## config.mk

```make
export PLATFORM = sky130hd
export DESIGN_NAME = scmc_top
export DESIGN_NICKNAME = d
export VERILOG_FILES = /design/src/logic/scmc_pkg.sv /design/src/logic/scmc_fast_div.sv /design/src/logic/scmc_glitch_free_mux.sv /design/src/logic/scmc_top.sv
export SDC_FILE = /design/constraint.sdc
export NUM_CORES = 1
export LEC_CHECK = 0
export BUFFER_PORTS_ARGS = -buffer_cell sky130_fd_sc_hd__buf_2
export CORE_AREA = 2 2 94 118
export CTS_CLUSTER_SIZE = 14
export DETAILED_ROUTE_END_ITERATION = 6
export DIE_AREA = 0 0 96 120
export PLACE_DENSITY = 0.49
export SLEW_MARGIN = 20
export SYNTH_ARGS = -nofsm -noshare
export SYNTH_HDL_FRONTEND = slang
export SYNTH_SLANG_ARGS = --single-unit
```

## constraint.sdc

```tcl
create_clock -name clk_sys -period 2.5 [get_ports clk_sys]
set_input_delay 0.5 -clock clk_sys [delete_from_list [all_inputs] [get_ports clk_sys]]
set_output_delay 0.5 -clock clk_sys [all_outputs]
set_load 0.05 [all_outputs]
```

## src/logic/scmc_pkg.sv

```systemverilog
// shared constants, types and helpers of the system clock mode control block
package scmc_pkg;

  ////////////////////////////////////////////////////////////////////////////
  // register bus geometry
  localparam int unsigned ADDR_W = 4;  // register address width
  localparam int unsigned DATA_W = 8;  // register data width

  // register offsets
  localparam logic [ADDR_W-1:0] MODE_REG_OFS     = 4'h0;  // clock_mode_reg
  localparam logic [ADDR_W-1:0] TIMEBASE_REG_OFS = 4'h1;  // timebase_control_reg
  localparam logic [ADDR_W-1:0] CTRL_REG_OFS     = 4'h2;  // idle core clock control
  localparam logic [ADDR_W-1:0] STATUS_REG_OFS   = 4'h3;  // operating mode readback

  ////////////////////////////////////////////////////////////////////////////
  // clock_mode_reg fields
  localparam int unsigned MODE_DIV_MSB       = 7;  // clock_divider_select msb
  localparam int unsigned MODE_DIV_LSB       = 5;  // clock_divider_select lsb
  localparam int unsigned MODE_FAST_WAKE_BIT = 4;  // fast wake-up enable
  localparam int unsigned MODE_SLOW_RDY_BIT  = 3;  // slow_osc_ready_flag, read only
  localparam int unsigned MODE_FAST_RDY_BIT  = 2;  // fast oscillator ready, read only
  localparam int unsigned MODE_IDLE_EN_BIT   = 1;  // halt goes to idle instead of sleep
  localparam int unsigned MODE_HL_BIT        = 0;  // high_low_clock_select
  localparam logic [DATA_W-1:0] MODE_REG_RST = 8'h03;

  // timebase_control_reg fields
  localparam int unsigned TIMEBASE_LP_BIT        = 0;  // slow_crystal_power_select
  localparam logic [DATA_W-1:0] TIMEBASE_REG_RST = 8'h00;

  // control register fields
  localparam int unsigned CTRL_CORE_ON_BIT   = 7;  // core clock kept running in idle
  localparam logic [DATA_W-1:0] CTRL_REG_RST = 8'h00;

  // status register fields
  localparam int unsigned STATUS_ON_SUB_BIT = 7;  // core clock currently taken from sub clock

  ////////////////////////////////////////////////////////////////////////////
  // divider codes that pick the sub clock, and the lowest fast code
  localparam logic [2:0] DIV_CODE_SUB0 = 3'h0;
  localparam logic [2:0] DIV_CODE_SUB1 = 3'h1;
  localparam logic [2:0] DIV_CODE_MIN  = 3'h2;  // fast clock divided by 64

  // oscillator ready counts, in cycles of the oscillator itself
  localparam int unsigned RDY_W = 11;
  localparam logic [RDY_W-1:0] SLOW_XTAL_READY_CYC = 11'd1024;
  localparam logic [RDY_W-1:0] SLOW_RC_READY_CYC   = 11'd2;
  localparam logic [RDY_W-1:0] FAST_XTAL_READY_CYC = 11'd1024;
  localparam logic [RDY_W-1:0] FAST_RC_READY_CYC   = 11'd16;

  ////////////////////////////////////////////////////////////////////////////
  // operating modes, one-hot
  typedef enum logic [5:0] {
    OP_NORMAL = 6'h01,
    OP_SLOW   = 6'h02,
    OP_IDLE_CORE_CLOCK_OFF  = 6'h04,
    OP_IDLE_CORE_CLOCK_ON  = 6'h08,
    OP_DEEP_SLEEP_MODE = 6'h10,
    OP_SLEEP_WITH_SUB_CLOCK = 6'h20
  } scmc_op_e;

  // one register bus request
  typedef struct packed {
    logic [ADDR_W-1:0] addr;
    logic [DATA_W-1:0] wdata;
    logic              wr;
    logic              rd;
  } scmc_bus_req_s;

  // clock enables handed to the rest of the chip
  typedef struct packed {
    logic core;  // core_clock tick
    logic sub;   // sub_clock tick
    logic wdt;   // watchdog_base_clock tick
  } scmc_clk_en_s;

  // true when the selection fields pick the sub clock as core clock
  function automatic logic scmc_sel_is_sub(input logic hl, input logic [2:0] div);
    return !hl && (div == DIV_CODE_SUB0 || div == DIV_CODE_SUB1);
  endfunction : scmc_sel_is_sub

endpackage : scmc_pkg

```

## src/logic/scmc_fast_div.sv

```systemverilog
// fast clock divider producing a tick at fast/1 down to fast/64
`timescale 1ns/10ps
module scmc_fast_div (
  input  wire logic       clk_sys,
  input  wire logic       nrst,
  input  wire logic       fast_tick,  // one tick per fast clock period
  input  wire logic       hl_sel,     // undivided fast clock
  input  wire logic [2:0] div_sel,    // divider code
  output logic            div_tick    // divided tick, registered
);
  import scmc_pkg::*;

  logic [5:0] cnt_r;   // free running fast period counter
  logic       tick_r;  // registered output
  wire  [5:0] mask;    // low counter bits that must be all ones
  wire        hit;     // counter at end of divided period

  // code 010 keeps six bits (/64), code 111 keeps one bit (/2)
  assign mask = 6'h3F >> (div_sel - DIV_CODE_MIN);
  assign hit  = (cnt_r & mask) == mask;
  assign div_tick = tick_r;

  // count fast periods; the counter runs on across a divider change, so the first period after it may be short
  always_ff @(posedge clk_sys or negedge nrst) begin
    if (!nrst) begin
      cnt_r  <= 6'h00;
      tick_r <= 1'b0;
    end else begin
      if (fast_tick) cnt_r <= cnt_r + 6'h01;
      tick_r <= fast_tick & (hl_sel | hit);
    end
  end

endmodule : scmc_fast_div

```

## src/logic/scmc_glitch_free_mux.sv

```systemverilog
// glitch free selection between the divided fast tick and the sub tick
`timescale 1ns/10ps
module scmc_glitch_free_mux (
  input  wire logic clk_sys,
  input  wire logic nrst,
  input  wire logic req_sub,    // wanted source: 1 sub, 0 fast
  input  wire logic fast_tick,  // divided fast tick
  input  wire logic sub_tick,   // sub clock tick
  output logic      out_tick,   // selected tick, registered
  output logic      on_sub      // source in use, registered
);
  import scmc_pkg::*;

  logic cur_sub_r;  // source now driving the output
  logic out_r;      // registered output tick
  wire  switching;  // request differs from source in use
  wire  new_tick;   // tick of requested source
  wire  cur_tick;   // tick of source in use

  assign switching = req_sub != cur_sub_r;
  assign new_tick  = req_sub ? sub_tick : fast_tick;
  assign cur_tick  = cur_sub_r ? sub_tick : fast_tick;
  assign out_tick  = out_r;
  assign on_sub    = cur_sub_r;

  // while switching only the requested source's tick passes, so no period is cut short
  always_ff @(posedge clk_sys or negedge nrst) begin
    if (!nrst) begin
      cur_sub_r <= 1'b0;
      out_r     <= 1'b0;
    end else begin
      out_r <= switching ? new_tick : cur_tick;
      if (switching && new_tick) cur_sub_r <= req_sub;
    end
  end

endmodule : scmc_glitch_free_mux

```

## src/logic/scmc_top.sv

```systemverilog
// system clock source selection and operating mode control
//
// What this block does
// - one bit picks quick start or low power
// - power select bit clears at power-on
// - crystal keeps running in either power mode
// - unused slow crystal frees its pins
// - slow crystal awaited after power-up before use
// - core clock from fast or sub clock
// - fast clock from crystal or rc option
// - sub clock from crystal or rc option
// - fast clock divided by one to sixty-four
// - sub clock feeds peripherals and wake-up
// - switching to sub stops fast oscillator
// - six modes; normal and slow run cpu
// - four halted modes gate clocks per mode
// - slow mode uses slow source, fast off
// - sleep, or idle with core clock off, stops core clock
// - divider codes map sub and fast divisions
// - high select bit gives undivided fast clock
// - slow ready after 1024 or 2 cycles
`timescale 1ns/10ps
module scmc_top (
  input  wire logic                     clk_sys,
  input  wire logic                     nrst,
  input  wire scmc_pkg::scmc_bus_req_s  bus_req,                 // register request
  output logic [scmc_pkg::DATA_W-1:0]   rdata,                   // read data, cycle after read
  input  wire logic                     halt_req,                // cpu halt, one cycle
  input  wire logic                     wake_req,                // wake-up event, one cycle
  input  wire logic                     cfg_fast_src_rc,         // fast source option: 1 rc
  input  wire logic                     cfg_slow_src_rc,         // sub source option: 1 rc
  input  wire logic                     cfg_wdt_from_sub,        // watchdog clocked from sub
  input  wire logic                     keep_sub_in_sleep,       // a user needs sub in sleep
  input  wire logic                     slow_crystal_osc_in,     // slow crystal output, async
  input  wire logic                     slow_rc_osc_in,          // slow rc output, async
  output scmc_pkg::scmc_clk_en_s        clk_en,                  // clock enables
  output logic                          cpu_run,                 // cpu may execute
  output scmc_pkg::scmc_op_e            op_mode,                 // current operating mode
  output logic                          fast_osc_enable,         // fast oscillator on
  output logic                          slow_crystal_osc_enable, // slow crystal on
  output logic                          slow_rc_osc_enable,      // slow rc on
  output logic                          slow_crystal_low_power,  // crystal low power mode
  output logic                          slow_crystal_pins_gpio   // crystal pins free as io
);
  import scmc_pkg::*;

  ////////////////////////////////////////////////////////////////////////////
  // register state

  logic [2:0]        div_sel_r;     // clock_divider_select
  logic              fast_wake_r;   // fast wake-up enable
  logic              idle_en_r;     // halt enters idle
  logic              hl_sel_r;      // high_low_clock_select
  logic              lp_sel_r;      // slow_crystal_power_select
  logic              core_on_r;     // core clock stays on in idle
  logic [DATA_W-1:0] rdata_r;       // read data register

  ////////////////////////////////////////////////////////////////////////////
  // oscillator and mode state

  logic [1:0]        osc_sync1_r;   // first synchroniser stage, read by stage two only
  logic [1:0]        osc_sync2_r;   // second synchroniser stage
  logic              sub_prev_r;    // previous selected sub level for edge detect
  logic [RDY_W-1:0]  slow_cnt_r;    // slow oscillator start-up counter
  logic [RDY_W-1:0]  fast_cnt_r;    // fast oscillator start-up counter
  logic              fast_en_r;     // fast oscillator enable
  logic              xtal_en_r;     // slow crystal enable
  logic              rc_en_r;       // slow rc enable
  logic              pins_gpio_r;   // crystal pins released
  logic              cpu_run_r;     // cpu running
  scmc_op_e          mode_r;        // operating mode
  scmc_op_e          mode_nxt;      // next operating mode
  scmc_clk_en_s      clk_en_r;      // registered enables

  ////////////////////////////////////////////////////////////////////////////
  // decode

  wire sel_sub;        // selection picks the sub clock
  wire run_mode;       // cpu executing
  wire sub_raw;        // rising edge of selected sub oscillator
  wire sub_sel_level;  // synchronised selected sub level
  wire slow_rdy;       // slow_osc_ready_flag
  wire fast_rdy;       // fast oscillator stable
  wire [RDY_W-1:0] slow_lim;  // slow ready count for the chosen source
  wire [RDY_W-1:0] fast_lim;  // fast ready count for the chosen source
  wire fast_tick;      // one per fast period while usable
  wire sub_tick;       // usable sub tick
  wire div_tick;       // divided fast tick
  wire mux_tick;       // glitch free core source tick
  wire on_sub;         // core source is sub now
  wire req_sub;        // core source wanted
  wire core_gate;      // mode lets the core clock run
  wire sub_gate;       // mode lets the sub clock run
  wire wdt_gate;       // mode lets the watchdog clock run
  wire wr_mode;        // write to clock_mode_reg
  wire wr_tb;          // write to timebase_control_reg
  wire wr_ctrl;        // write to control register
  wire [DATA_W-1:0] rd_mux;  // read data selection
  wire [DATA_W-1:0] mode_rd; // clock_mode_reg as read
  wire fast_en_nxt;    // next fast oscillator enable

  assign sel_sub   = scmc_sel_is_sub(hl_sel_r, div_sel_r);
  assign run_mode  = (mode_r == OP_NORMAL) || (mode_r == OP_SLOW);

  // synchronised selected source; an edge is one sub period
  assign sub_sel_level = cfg_slow_src_rc ? osc_sync2_r[1] : osc_sync2_r[0];
  assign sub_raw       = sub_sel_level & ~sub_prev_r;

  // ready counts depend on which oscillator is fitted
  assign slow_lim = cfg_slow_src_rc ? SLOW_RC_READY_CYC : SLOW_XTAL_READY_CYC;
  assign fast_lim = cfg_fast_src_rc ? FAST_RC_READY_CYC : FAST_XTAL_READY_CYC;
  assign slow_rdy = slow_cnt_r == slow_lim;
  assign fast_rdy = fast_cnt_r == fast_lim;

  // the fast source runs at the system rate once it is stable
  assign fast_tick = fast_en_r & fast_rdy;
  // the sub clock is only handed on once the slow oscillator is stable
  assign sub_tick  = sub_raw & slow_rdy & (mode_r != OP_DEEP_SLEEP_MODE);

  // fast wake-up: run from sub while the fast oscillator settles
  assign req_sub = sel_sub | (fast_wake_r & ~fast_rdy & slow_rdy);

  // per mode gating of the three clocks
  assign core_gate = run_mode || (mode_r == OP_IDLE_CORE_CLOCK_ON);
  assign sub_gate  = (mode_r != OP_DEEP_SLEEP_MODE);
  assign wdt_gate  = (mode_r == OP_IDLE_CORE_CLOCK_OFF) ? cfg_wdt_from_sub : sub_gate;

  // the fast oscillator stops whenever the selection picks the sub clock or the core halts without it
  assign fast_en_nxt = !sel_sub && ((mode_nxt == OP_NORMAL) || (mode_nxt == OP_IDLE_CORE_CLOCK_ON));

  // register decode
  assign wr_mode = bus_req.wr && (bus_req.addr == MODE_REG_OFS);
  assign wr_tb   = bus_req.wr && (bus_req.addr == TIMEBASE_REG_OFS);
  assign wr_ctrl = bus_req.wr && (bus_req.addr == CTRL_REG_OFS);

  assign mode_rd = {div_sel_r, fast_wake_r, slow_rdy, fast_rdy, idle_en_r, hl_sel_r};

  // unmapped addresses read as zero
  assign rd_mux = (bus_req.addr == MODE_REG_OFS)     ? mode_rd :
                  (bus_req.addr == TIMEBASE_REG_OFS) ? {{(DATA_W-1){1'b0}}, lp_sel_r} :
                  (bus_req.addr == CTRL_REG_OFS)     ? {core_on_r, {(DATA_W-1){1'b0}}} :
                  (bus_req.addr == STATUS_REG_OFS)   ? {on_sub, 1'b0, mode_r} :
                  {DATA_W{1'b0}};

  assign rdata                   = rdata_r;
  assign clk_en                  = clk_en_r;
  assign cpu_run                 = cpu_run_r;
  assign op_mode                 = mode_r;
  assign fast_osc_enable         = fast_en_r;
  assign slow_crystal_osc_enable = xtal_en_r;
  assign slow_rc_osc_enable      = rc_en_r;
  assign slow_crystal_low_power  = lp_sel_r;
  assign slow_crystal_pins_gpio  = pins_gpio_r;

  ////////////////////////////////////////////////////////////////////////////
  // next operating mode

  // halt is only honoured while running, wake only while halted
  always_comb begin
    mode_nxt = mode_r;
    case (mode_r)
      OP_NORMAL, OP_SLOW: begin
        if (halt_req) begin
          if (idle_en_r) mode_nxt = core_on_r ? OP_IDLE_CORE_CLOCK_ON : OP_IDLE_CORE_CLOCK_OFF;
          else mode_nxt = keep_sub_in_sleep ? OP_SLEEP_WITH_SUB_CLOCK : OP_DEEP_SLEEP_MODE;
        end else begin
          mode_nxt = sel_sub ? OP_SLOW : OP_NORMAL;
        end
      end
      OP_IDLE_CORE_CLOCK_OFF, OP_IDLE_CORE_CLOCK_ON, OP_DEEP_SLEEP_MODE, OP_SLEEP_WITH_SUB_CLOCK: begin
        if (wake_req) mode_nxt = sel_sub ? OP_SLOW : OP_NORMAL;
      end
      default: begin
        mode_nxt = OP_NORMAL;  // illegal code recovers to normal
      end
    endcase
  end

  ////////////////////////////////////////////////////////////////////////////
  // register writes and read data

  // read only ready bits ignore writes
  always_ff @(posedge clk_sys or negedge nrst) begin
    if (!nrst) begin
      div_sel_r   <= MODE_REG_RST[MODE_DIV_MSB:MODE_DIV_LSB];
      fast_wake_r <= MODE_REG_RST[MODE_FAST_WAKE_BIT];
      idle_en_r   <= MODE_REG_RST[MODE_IDLE_EN_BIT];
      hl_sel_r    <= MODE_REG_RST[MODE_HL_BIT];
    end else if (wr_mode) begin
      div_sel_r   <= bus_req.wdata[MODE_DIV_MSB:MODE_DIV_LSB];
      fast_wake_r <= bus_req.wdata[MODE_FAST_WAKE_BIT];
      idle_en_r   <= bus_req.wdata[MODE_IDLE_EN_BIT];
      hl_sel_r    <= bus_req.wdata[MODE_HL_BIT];
    end
  end

  // power select comes up in quick start; the oscillator never stops for it
  always_ff @(posedge clk_sys or negedge nrst) begin
    if (!nrst) begin
      lp_sel_r  <= TIMEBASE_REG_RST[TIMEBASE_LP_BIT];
      core_on_r <= CTRL_REG_RST[CTRL_CORE_ON_BIT];
    end else begin
      if (wr_tb) lp_sel_r <= bus_req.wdata[TIMEBASE_LP_BIT];
      if (wr_ctrl) core_on_r <= bus_req.wdata[CTRL_CORE_ON_BIT];
    end
  end

  // read data stand one cycle after the strobe, zero otherwise
  always_ff @(posedge clk_sys or negedge nrst) begin
    if (!nrst) rdata_r <= {DATA_W{1'b0}};
    else rdata_r <= bus_req.rd ? rd_mux : {DATA_W{1'b0}};
  end

  ////////////////////////////////////////////////////////////////////////////
  // oscillator input synchronisers

  // both oscillator outputs are asynchronous to clk_sys
  always_ff @(posedge clk_sys or negedge nrst) begin
    if (!nrst) begin
      osc_sync1_r <= 2'h0;
      osc_sync2_r <= 2'h0;
      sub_prev_r  <= 1'b0;
    end else begin
      osc_sync1_r <= {slow_rc_osc_in, slow_crystal_osc_in};
      osc_sync2_r <= osc_sync1_r;
      sub_prev_r  <= sub_sel_level;
    end
  end

  ////////////////////////////////////////////////////////////////////////////
  // oscillator start-up counters

  // slow count restarts in deep sleep, so the flag drops and is re-earned on wake
  always_ff @(posedge clk_sys or negedge nrst) begin
    if (!nrst) slow_cnt_r <= {RDY_W{1'b0}};
    else if (mode_r == OP_DEEP_SLEEP_MODE) slow_cnt_r <= {RDY_W{1'b0}};
    else if (sub_raw && !slow_rdy) slow_cnt_r <= slow_cnt_r + 11'd1;
  end

  // fast count restarts each time the fast oscillator is turned off
  always_ff @(posedge clk_sys or negedge nrst) begin
    if (!nrst) fast_cnt_r <= {RDY_W{1'b0}};
    else if (!fast_en_r) fast_cnt_r <= {RDY_W{1'b0}};
    else if (!fast_rdy) fast_cnt_r <= fast_cnt_r + 11'd1;
  end

  ////////////////////////////////////////////////////////////////////////////
  // mode and oscillator enables

  // sub oscillator stays on in every mode except deep sleep
  always_ff @(posedge clk_sys or negedge nrst) begin
    if (!nrst) begin
      mode_r      <= OP_NORMAL;
      cpu_run_r   <= 1'b0;
      fast_en_r   <= 1'b0;
      xtal_en_r   <= 1'b0;
      rc_en_r     <= 1'b0;
      pins_gpio_r <= 1'b0;
    end else begin
      mode_r      <= mode_nxt;
      cpu_run_r   <= (mode_nxt == OP_NORMAL) || (mode_nxt == OP_SLOW);
      fast_en_r   <= fast_en_nxt;
      xtal_en_r   <= !cfg_slow_src_rc && (mode_nxt != OP_DEEP_SLEEP_MODE);
      rc_en_r     <= cfg_slow_src_rc && (mode_nxt != OP_DEEP_SLEEP_MODE);
      pins_gpio_r <= cfg_slow_src_rc;
    end
  end

  ////////////////////////////////////////////////////////////////////////////
  // clock generation

  scmc_fast_div u_div (
    .clk_sys   (clk_sys),
    .nrst      (nrst),
    .fast_tick (fast_tick),
    .hl_sel    (hl_sel_r),
    .div_sel   (div_sel_r),
    .div_tick  (div_tick)
  );

  scmc_glitch_free_mux u_mux (
    .clk_sys   (clk_sys),
    .nrst      (nrst),
    .req_sub   (req_sub),
    .fast_tick (div_tick),
    .sub_tick  (sub_tick),
    .out_tick  (mux_tick),
    .on_sub    (on_sub)
  );

  // final gating; watchdog follows sub or the core tick per option
  always_ff @(posedge clk_sys or negedge nrst) begin
    if (!nrst) begin
      clk_en_r <= '0;
    end else begin
      clk_en_r.core <= mux_tick & core_gate;
      clk_en_r.sub  <= sub_tick & sub_gate;
      clk_en_r.wdt  <= (cfg_wdt_from_sub ? sub_tick : mux_tick) & wdt_gate &
                       (cfg_wdt_from_sub | core_gate);
    end
  end

endmodule : scmc_top

```

# ---- Word level (Yosys, flattened, before mapping)
# Index checks and enable logic that the tools add are counted.
dict set report word_totals {
  reg_bits 66
  inputBits 24
  ramBits 0
  romBits 0
  latchBits 0
  n_memories 0
}
dict set report op_classes {
  mul 0
  addsub 4
  n_eq_ne 20
  shifts 1
  div_mod_pow 0
  order_cmp 0
  bitwise_logic 17
  reduce_logical 23
  muxes 24
}
# op n
set op_table {}
lappend op_table {{two-way mux 11 bit} 6}
lappend op_table {{two-way mux 8 bit} 5}
lappend op_table {{two-way mux 6 bit} 4}
lappend op_table {{adder 11 x 1 -> 11 bit, second input constant} 2}
lappend op_table {{equality test 11 bit} 2}
lappend op_table {{equality test 6 x 1 -> 1 bit, second input constant} 2}
lappend op_table {{equality test 6 x 2 -> 1 bit, second input constant} 2}
lappend op_table {{equality test 6 x 4 -> 1 bit, second input constant} 2}
lappend op_table {{inequality test 6 x 5 -> 1 bit, second input constant} 2}
lappend op_table {{case mux 6 bit (2 select lines)} 1}
lappend op_table {{bitwise AND 1 bit} 11}
lappend op_table {{logical AND 1 bit} 9}
lappend op_table {{equality test 4 x 2 -> 1 bit, second input constant} 2}
lappend op_table {{adder 6 x 1 -> 6 bit, second input constant} 1}
lappend op_table {{bitwise AND 6 bit} 1}
lappend op_table {{equality test 6 x 3 -> 1 bit, second input constant} 1}
lappend op_table {{equality test 6 x 5 -> 1 bit, second input constant} 1}
lappend op_table {{equality test 6 bit} 1}
lappend op_table {{equality test 6 bit, second input constant} 1}
lappend op_table {{two-way mux 1 bit} 6}
lappend op_table {{right shift 6 x 3 -> 6 bit, first input constant} 1}
lappend op_table {{logical OR 1 bit} 5}
lappend op_table {{equality test 4 x 1 -> 1 bit, second input constant} 1}
lappend op_table {{logical NOT 1 bit} 4}
lappend op_table {{other kinds (13)} 16}

# ---- Depth between registers and ports, before layout
dict set report depth {
  depth_word 9
  ltp_mapped 7
}

# ---- Hierarchy
# From an unflattened synthesis, not the netlist that was laid out.
dict set report hier_totals {
  cells_unflattened 304
  area_unflattened_um2 3191.8
}
# module area_per_inst_um2 cells_each n_inst
set by_module_without_submodules {}
lappend by_module_without_submodules {scmc_top 2746.4 266 1}
lappend by_module_without_submodules {scmc_fast_div 366.6 32 1}
lappend by_module_without_submodules {scmc_glitch_free_mux 78.8 6 1}

# ---- Worst setup path before layout
# Ideal clock, no wire load.
dict set report synth_timing {
  path_type {flip-flop to flip-flop}
  from {reg mode_r[1], in the netlist op_mode[1]}
  to {reg u_mux.out_r, in the netlist u_mux.out_tick}
  n_path_buf 1
  t_required_ps 2379
  period_less_slack_ps 2077
  stages_incl_launch_ff 7
  slack_ps 423
  arrival_time_ps 1956
  cell_sequence {dfrtp_1 -> buf_2 -> or4_4 -> nor3_4 -> and3b_1 -> nor2b_4 -> o22a_1}
}
dict set report synth_between {
  elab_chain_cells 4
}
# item line_no
set synth_rtl {}
lappend synth_rtl {{start: declaration} scmc_top.sv:71} ;# scmc_op_e mode_r;
lappend synth_rtl {{start signal: assignment} scmc_top.sv:260} ;# mode_r <= mode_nxt;
lappend synth_rtl {{inequality test 6 x 5 -> 1 bit (*)} scmc_top.sv:118} ;# assign sub_tick = sub_raw & slow_rdy & (mode_r != OP_DEEP_SLEEP_MODE);
lappend synth_rtl {{bitwise AND 1 bit (*)} scmc_top.sv:118}
lappend synth_rtl {{two-way mux 1 bit, on equally long branches} {scmc_glitch_free_mux.sv:22, scmc_glitch_free_mux.sv:21}}
lappend synth_rtl {{two-way mux 1 bit (*)} scmc_glitch_free_mux.sv:32} ;# out_r <= switching ? new_tick : cur_tick;
lappend synth_rtl {{end signal: assignment} scmc_glitch_free_mux.sv:32}
lappend synth_rtl {{end: declaration} scmc_glitch_free_mux.sv:15} ;# logic out_r;
# Every way passes the cells marked *; elsewhere a longest branch is shown, timed or not.
# A chain may end at the register's enable or synchronous reset.

# ---- Final worst setup path
dict set report layout_timing {
  from {reg mode_r[5], in the netlist op_mode[5]}
  to {reg rc_en_r, in the netlist slow_rc_osc_enable}
}
dict set report layout_between {
  elab_chain_cells 5
}
# item line_no
set layout_rtl {}
lappend layout_rtl {{equality test 6 x 4 -> 1 bit (tied with other cells)} scmc_top.sv:161} ;# case (mode_r)
lappend layout_rtl {{OR reduction 4 bit or OR reduction 2 bit (tied branches)} scmc_top.sv:161}
lappend layout_rtl {{case mux 6 bit (2 select lines) (*)} scmc_top.sv:161}
lappend layout_rtl {{net mode_nxt[4]} scmc_top.sv:72} ;# scmc_op_e mode_nxt;
lappend layout_rtl {{inequality test 6 x 5 -> 1 bit (*)} scmc_top.sv:264} ;# rc_en_r <= cfg_slow_src_rc && (mode_nxt != OP_DEEP_SLEEP_MODE);
lappend layout_rtl {{logical AND 1 bit (*)} scmc_top.sv:264}
lappend layout_rtl {{end signal: assignment} scmc_top.sv:264}
lappend layout_rtl {{end: declaration} scmc_top.sv:68} ;# logic rc_en_r;
# Mark *: on every way through the listed nets, which the timed path passes. The rest lies on a longest branch.

==> impl_metrics.env <==
export IMPL_status="finished, final reports clean"
export IMPL_die_area_mm2=0.0115
export IMPL_met1_usage_pct=16.2
export IMPL_grt_pass1_vias=2175
export IMPL_path_buf_inv=0
export IMPL_via_per_inst=4.72
export IMPL_slew_viol_final=0
export IMPL_cts_root_buf="clkbuf_16"
export IMPL_layout_nets=365
export IMPL_cap_viol_max_count=0
export IMPL_synthCells=282
export IMPL_fmax_mhz=499
export IMPL_final_setup_viol_count=0
export IMPL_synth_warnings=0
export IMPL_ys_ff_latch=66
export IMPL_grt_pass1_wl_um=11000
export IMPL_final_cell_mix="dfrtp_1 (63), buf_2 (44), nor2_1 (42)"
export IMPL_synth_cell_types=47
export IMPL_postCtsSetupBuffers=0
export IMPL_cts_resized=0
export IMPL_cts_tree="yes"
export IMPL_totalNegativeSetupSlack_ps=0
export IMPL_fin_util_pct=35.9
export IMPL_cp_top_family="simple AND/OR/NAND/NOR gates"
export IMPL_portBuffers=44
export IMPL_fp_dieH_um=120
export IMPL_num_vias=2228
export IMPL_area_growth_pct=22.9
export IMPL_cp_slowest_cell="nor3_1"
export IMPL_syn_cell_area_mm2=0.00305
export IMPL_core_area_mm2=0.0105
export IMPL_num_rows=42
export IMPL_cts_hold_buffers=0
export IMPL_dpl_cell_count=456
export IMPL_worst_ir_drop_vdd_v=0.000382
export IMPL_layout_min_cycle_time_ps=2010
export IMPL_finClkSkew_ps=5.43
export IMPL_slew_headroom_pct=58.7
export IMPL_yosys_area_share_simple_pct=20.2
export IMPL_cts_buffers=9
export IMPL_crit_cells=5
export IMPL_crit_path_max_incr_delay_ps=520
export IMPL_worstSetupStartpointType="flop"
export IMPL_r2r_cells=5
export IMPL_ant_nets=0
export IMPL_synth_compound_area_share_pct=8.11
export IMPL_synth_seq_area_share_pct=54.2
export IMPL_synth_edf_count=0
export IMPL_gr_usage_met2_pct=19.7
export IMPL_start_util_pct=29.2
export IMPL_antenna_found_initial=0
export IMPL_insertion_delay_ps=330
export IMPL_clock_sink_count=66
export IMPL_synth_nets=312
export IMPL_synthFlopType="dfrtp_1"
export IMPL_layout_drive_gt1_share_pct=24.1
export IMPL_synth_top_family_by_area="simple AND/OR/NAND/NOR gates"
export IMPL_drcViolationCount=0
export IMPL_worst_pin_slew_ps=615
export IMPL_critPathArrivalTime_ps=2200
export IMPL_gp_congestion=0.781
export IMPL_required_ps=2700
export IMPL_wl_per_cell_um=13.8
export IMPL_layout_commonest_cell="dfrtp_1"
export IMPL_dp_hpwl_um=4730
export IMPL_async_reset_ff_share_pct=100
export IMPL_synthMuxAreaShare_pct=5.04
export IMPL_use_met3_pct=2.57
export IMPL_synth_xor_area_share_pct=7.46
export IMPL_grt_busiest_layer="met2"
export IMPL_die_w_um=96
export IMPL_power_density_mw_per_mm2=960
export IMPL_clkTransAtPathRegs_ps=50
export IMPL_critical_path_peak_fanout=7
export IMPL_period_share_pct=80.2
export IMPL_rsz0062_at_grt="false"
export IMPL_grt_max_degree=44
export IMPL_cts_max_level=3
export IMPL_drt_iter0_drc=99
export IMPL_synthAdderAreaFrac_pct=2.46
export IMPL_postSynthAreaPerCell_um2=10.8
export IMPL_instances_no_fill=472
export IMPL_finalHoldViolCount=0
export IMPL_grt_use_total_pct=12.6
export IMPL_num_antenna_cells=0
export IMPL_cp_end_kind="flop"
export IMPL_path_class="flop to flop"
export IMPL_leakagePower_nw=1.76
export IMPL_timing_hold_ws_ps=166
export IMPL_hold_class="input pin to asynchronous set/reset pin"
export IMPL_clock_path_buffers=2
export IMPL_crit_chain="nor3_1 > nand4b_1 > or3_1 > o31ai_1 > nor2_1"
export IMPL_grt_overflow=0
export IMPL_dr_pass1_iters=4
export IMPL_ios=47
export IMPL_routed_wl_um=6500
-- routing by layer --
layer / routed length, um / share of wire [%]
met1: 2860 / 44
met2: 3250 / 50
met5: 0 / 0
met3: 226 / 3.5
met4: 158 / 2.4
-- cell families (layout without fill, tap and decap cells) --
family                   after synthesis  after routing
AO/OA/AOI/OAI                         36             36
XOR/XNOR                              26             26
adder cells (fa/ha/maj)                6              6
buffers and inverters                 18             76
flip-flops                            66             66
multiplexers                          14             14
AND/OR/NAND/NOR                      116            116
-- power by group --
group | internal, W | switching (W)
registers | 0.00124 | 0.000186
clock network | 0.000794 | 0.000443
logic | 0.000346 | 0.000598
total | 0.00238 | 0.00123
-- cell type report --
class                           instances  area (um^2)
Sequential cell                        66         1660
Tap cell                              132          165
Inverter                               10         37.5
Timing Repair Buffer                   50          278
Multi-Input combinational cell        198         1320
Fill cell                            1045         6700
Clock inverter                          5         53.8
Clock buffer                           11          243
-- path summary, 6_finish.rpt --
path                       slack (ps)           startpoint                  to
hold / removal                    170                 nrst       slow_cnt_r[0]
hold reg to reg                   350       osc_sync1_r[1]      osc_sync2_r[1]
max in group asynchronous        1660                 nrst            hl_sel_r
setup reg to reg                  490           op_mode[5]  slow_rc_osc_enable
setup / recovery                  490           op_mode[5]  slow_rc_osc_enable
min in group clk_sys              280  slow_crystal_osc_in      osc_sync1_r[0]
-- per-stage QoR --
stage	setup WS (ps)	power [W]	area [um^2]
3_3_place_gp	523	0.00239	3460
6_report	495	0.00360	3750
3_5_place_dp	490	0.00240	3460
2_1_floorplan	423	0.00213	3050
4_1_cts	483	0.00367	3750
5_1_grt	365	0.00383	3750
-- synth_stat cells (3+ instances only) --
cell      instances  area share, %
a21oi_1           8            1.3
a22oi_1           5            1.2
and3_1            5            1.0
and3b_1           3           0.86
clkbuf_1          5           0.61
dfrtp_1          63             52
dfstp_2           3            2.6
ha_1              6            2.5
inv_1            10            1.2
mux2_2           11            4.1
mux2i_1           3           0.98
nand2_1          17            2.1
nand2b_1          4           0.82
nand3_1           6           0.98
nand3b_1          4           0.98
nand4_1           7            1.4
nor2_1           42            5.2
nor3_1            5           0.82
nor3b_1           3           0.74
nor4_1            5            1.0
o21ai_0           5           0.82
or3_1             3           0.61
xnor2_1          11            3.2
xor2_1           15            4.3
-- registers in the layout, summed over array words and instances, names as in the netlist --
register and flops:
fast_wake_r 1, osc_sync1_r 2, rdata 8, u_mux.on_sub 1
fast_osc_enable 1, slow_crystal_low_power 1, sub_prev_r 1, osc_sync2_r 2
fast_cnt_r 11, slow_crystal_pins_gpio 1, core_on_r 1, op_mode 6
u_mux.out_tick 1, cpu_run 1, slow_cnt_r 11, clk_en 3
u_div.cnt_r 6, div_sel_r 3, slow_crystal_osc_enable 1, hl_sel_r 1
idle_en_r 1, u_div.div_tick 1, slow_rc_osc_enable 1
(Power assumes the default switching activity.)
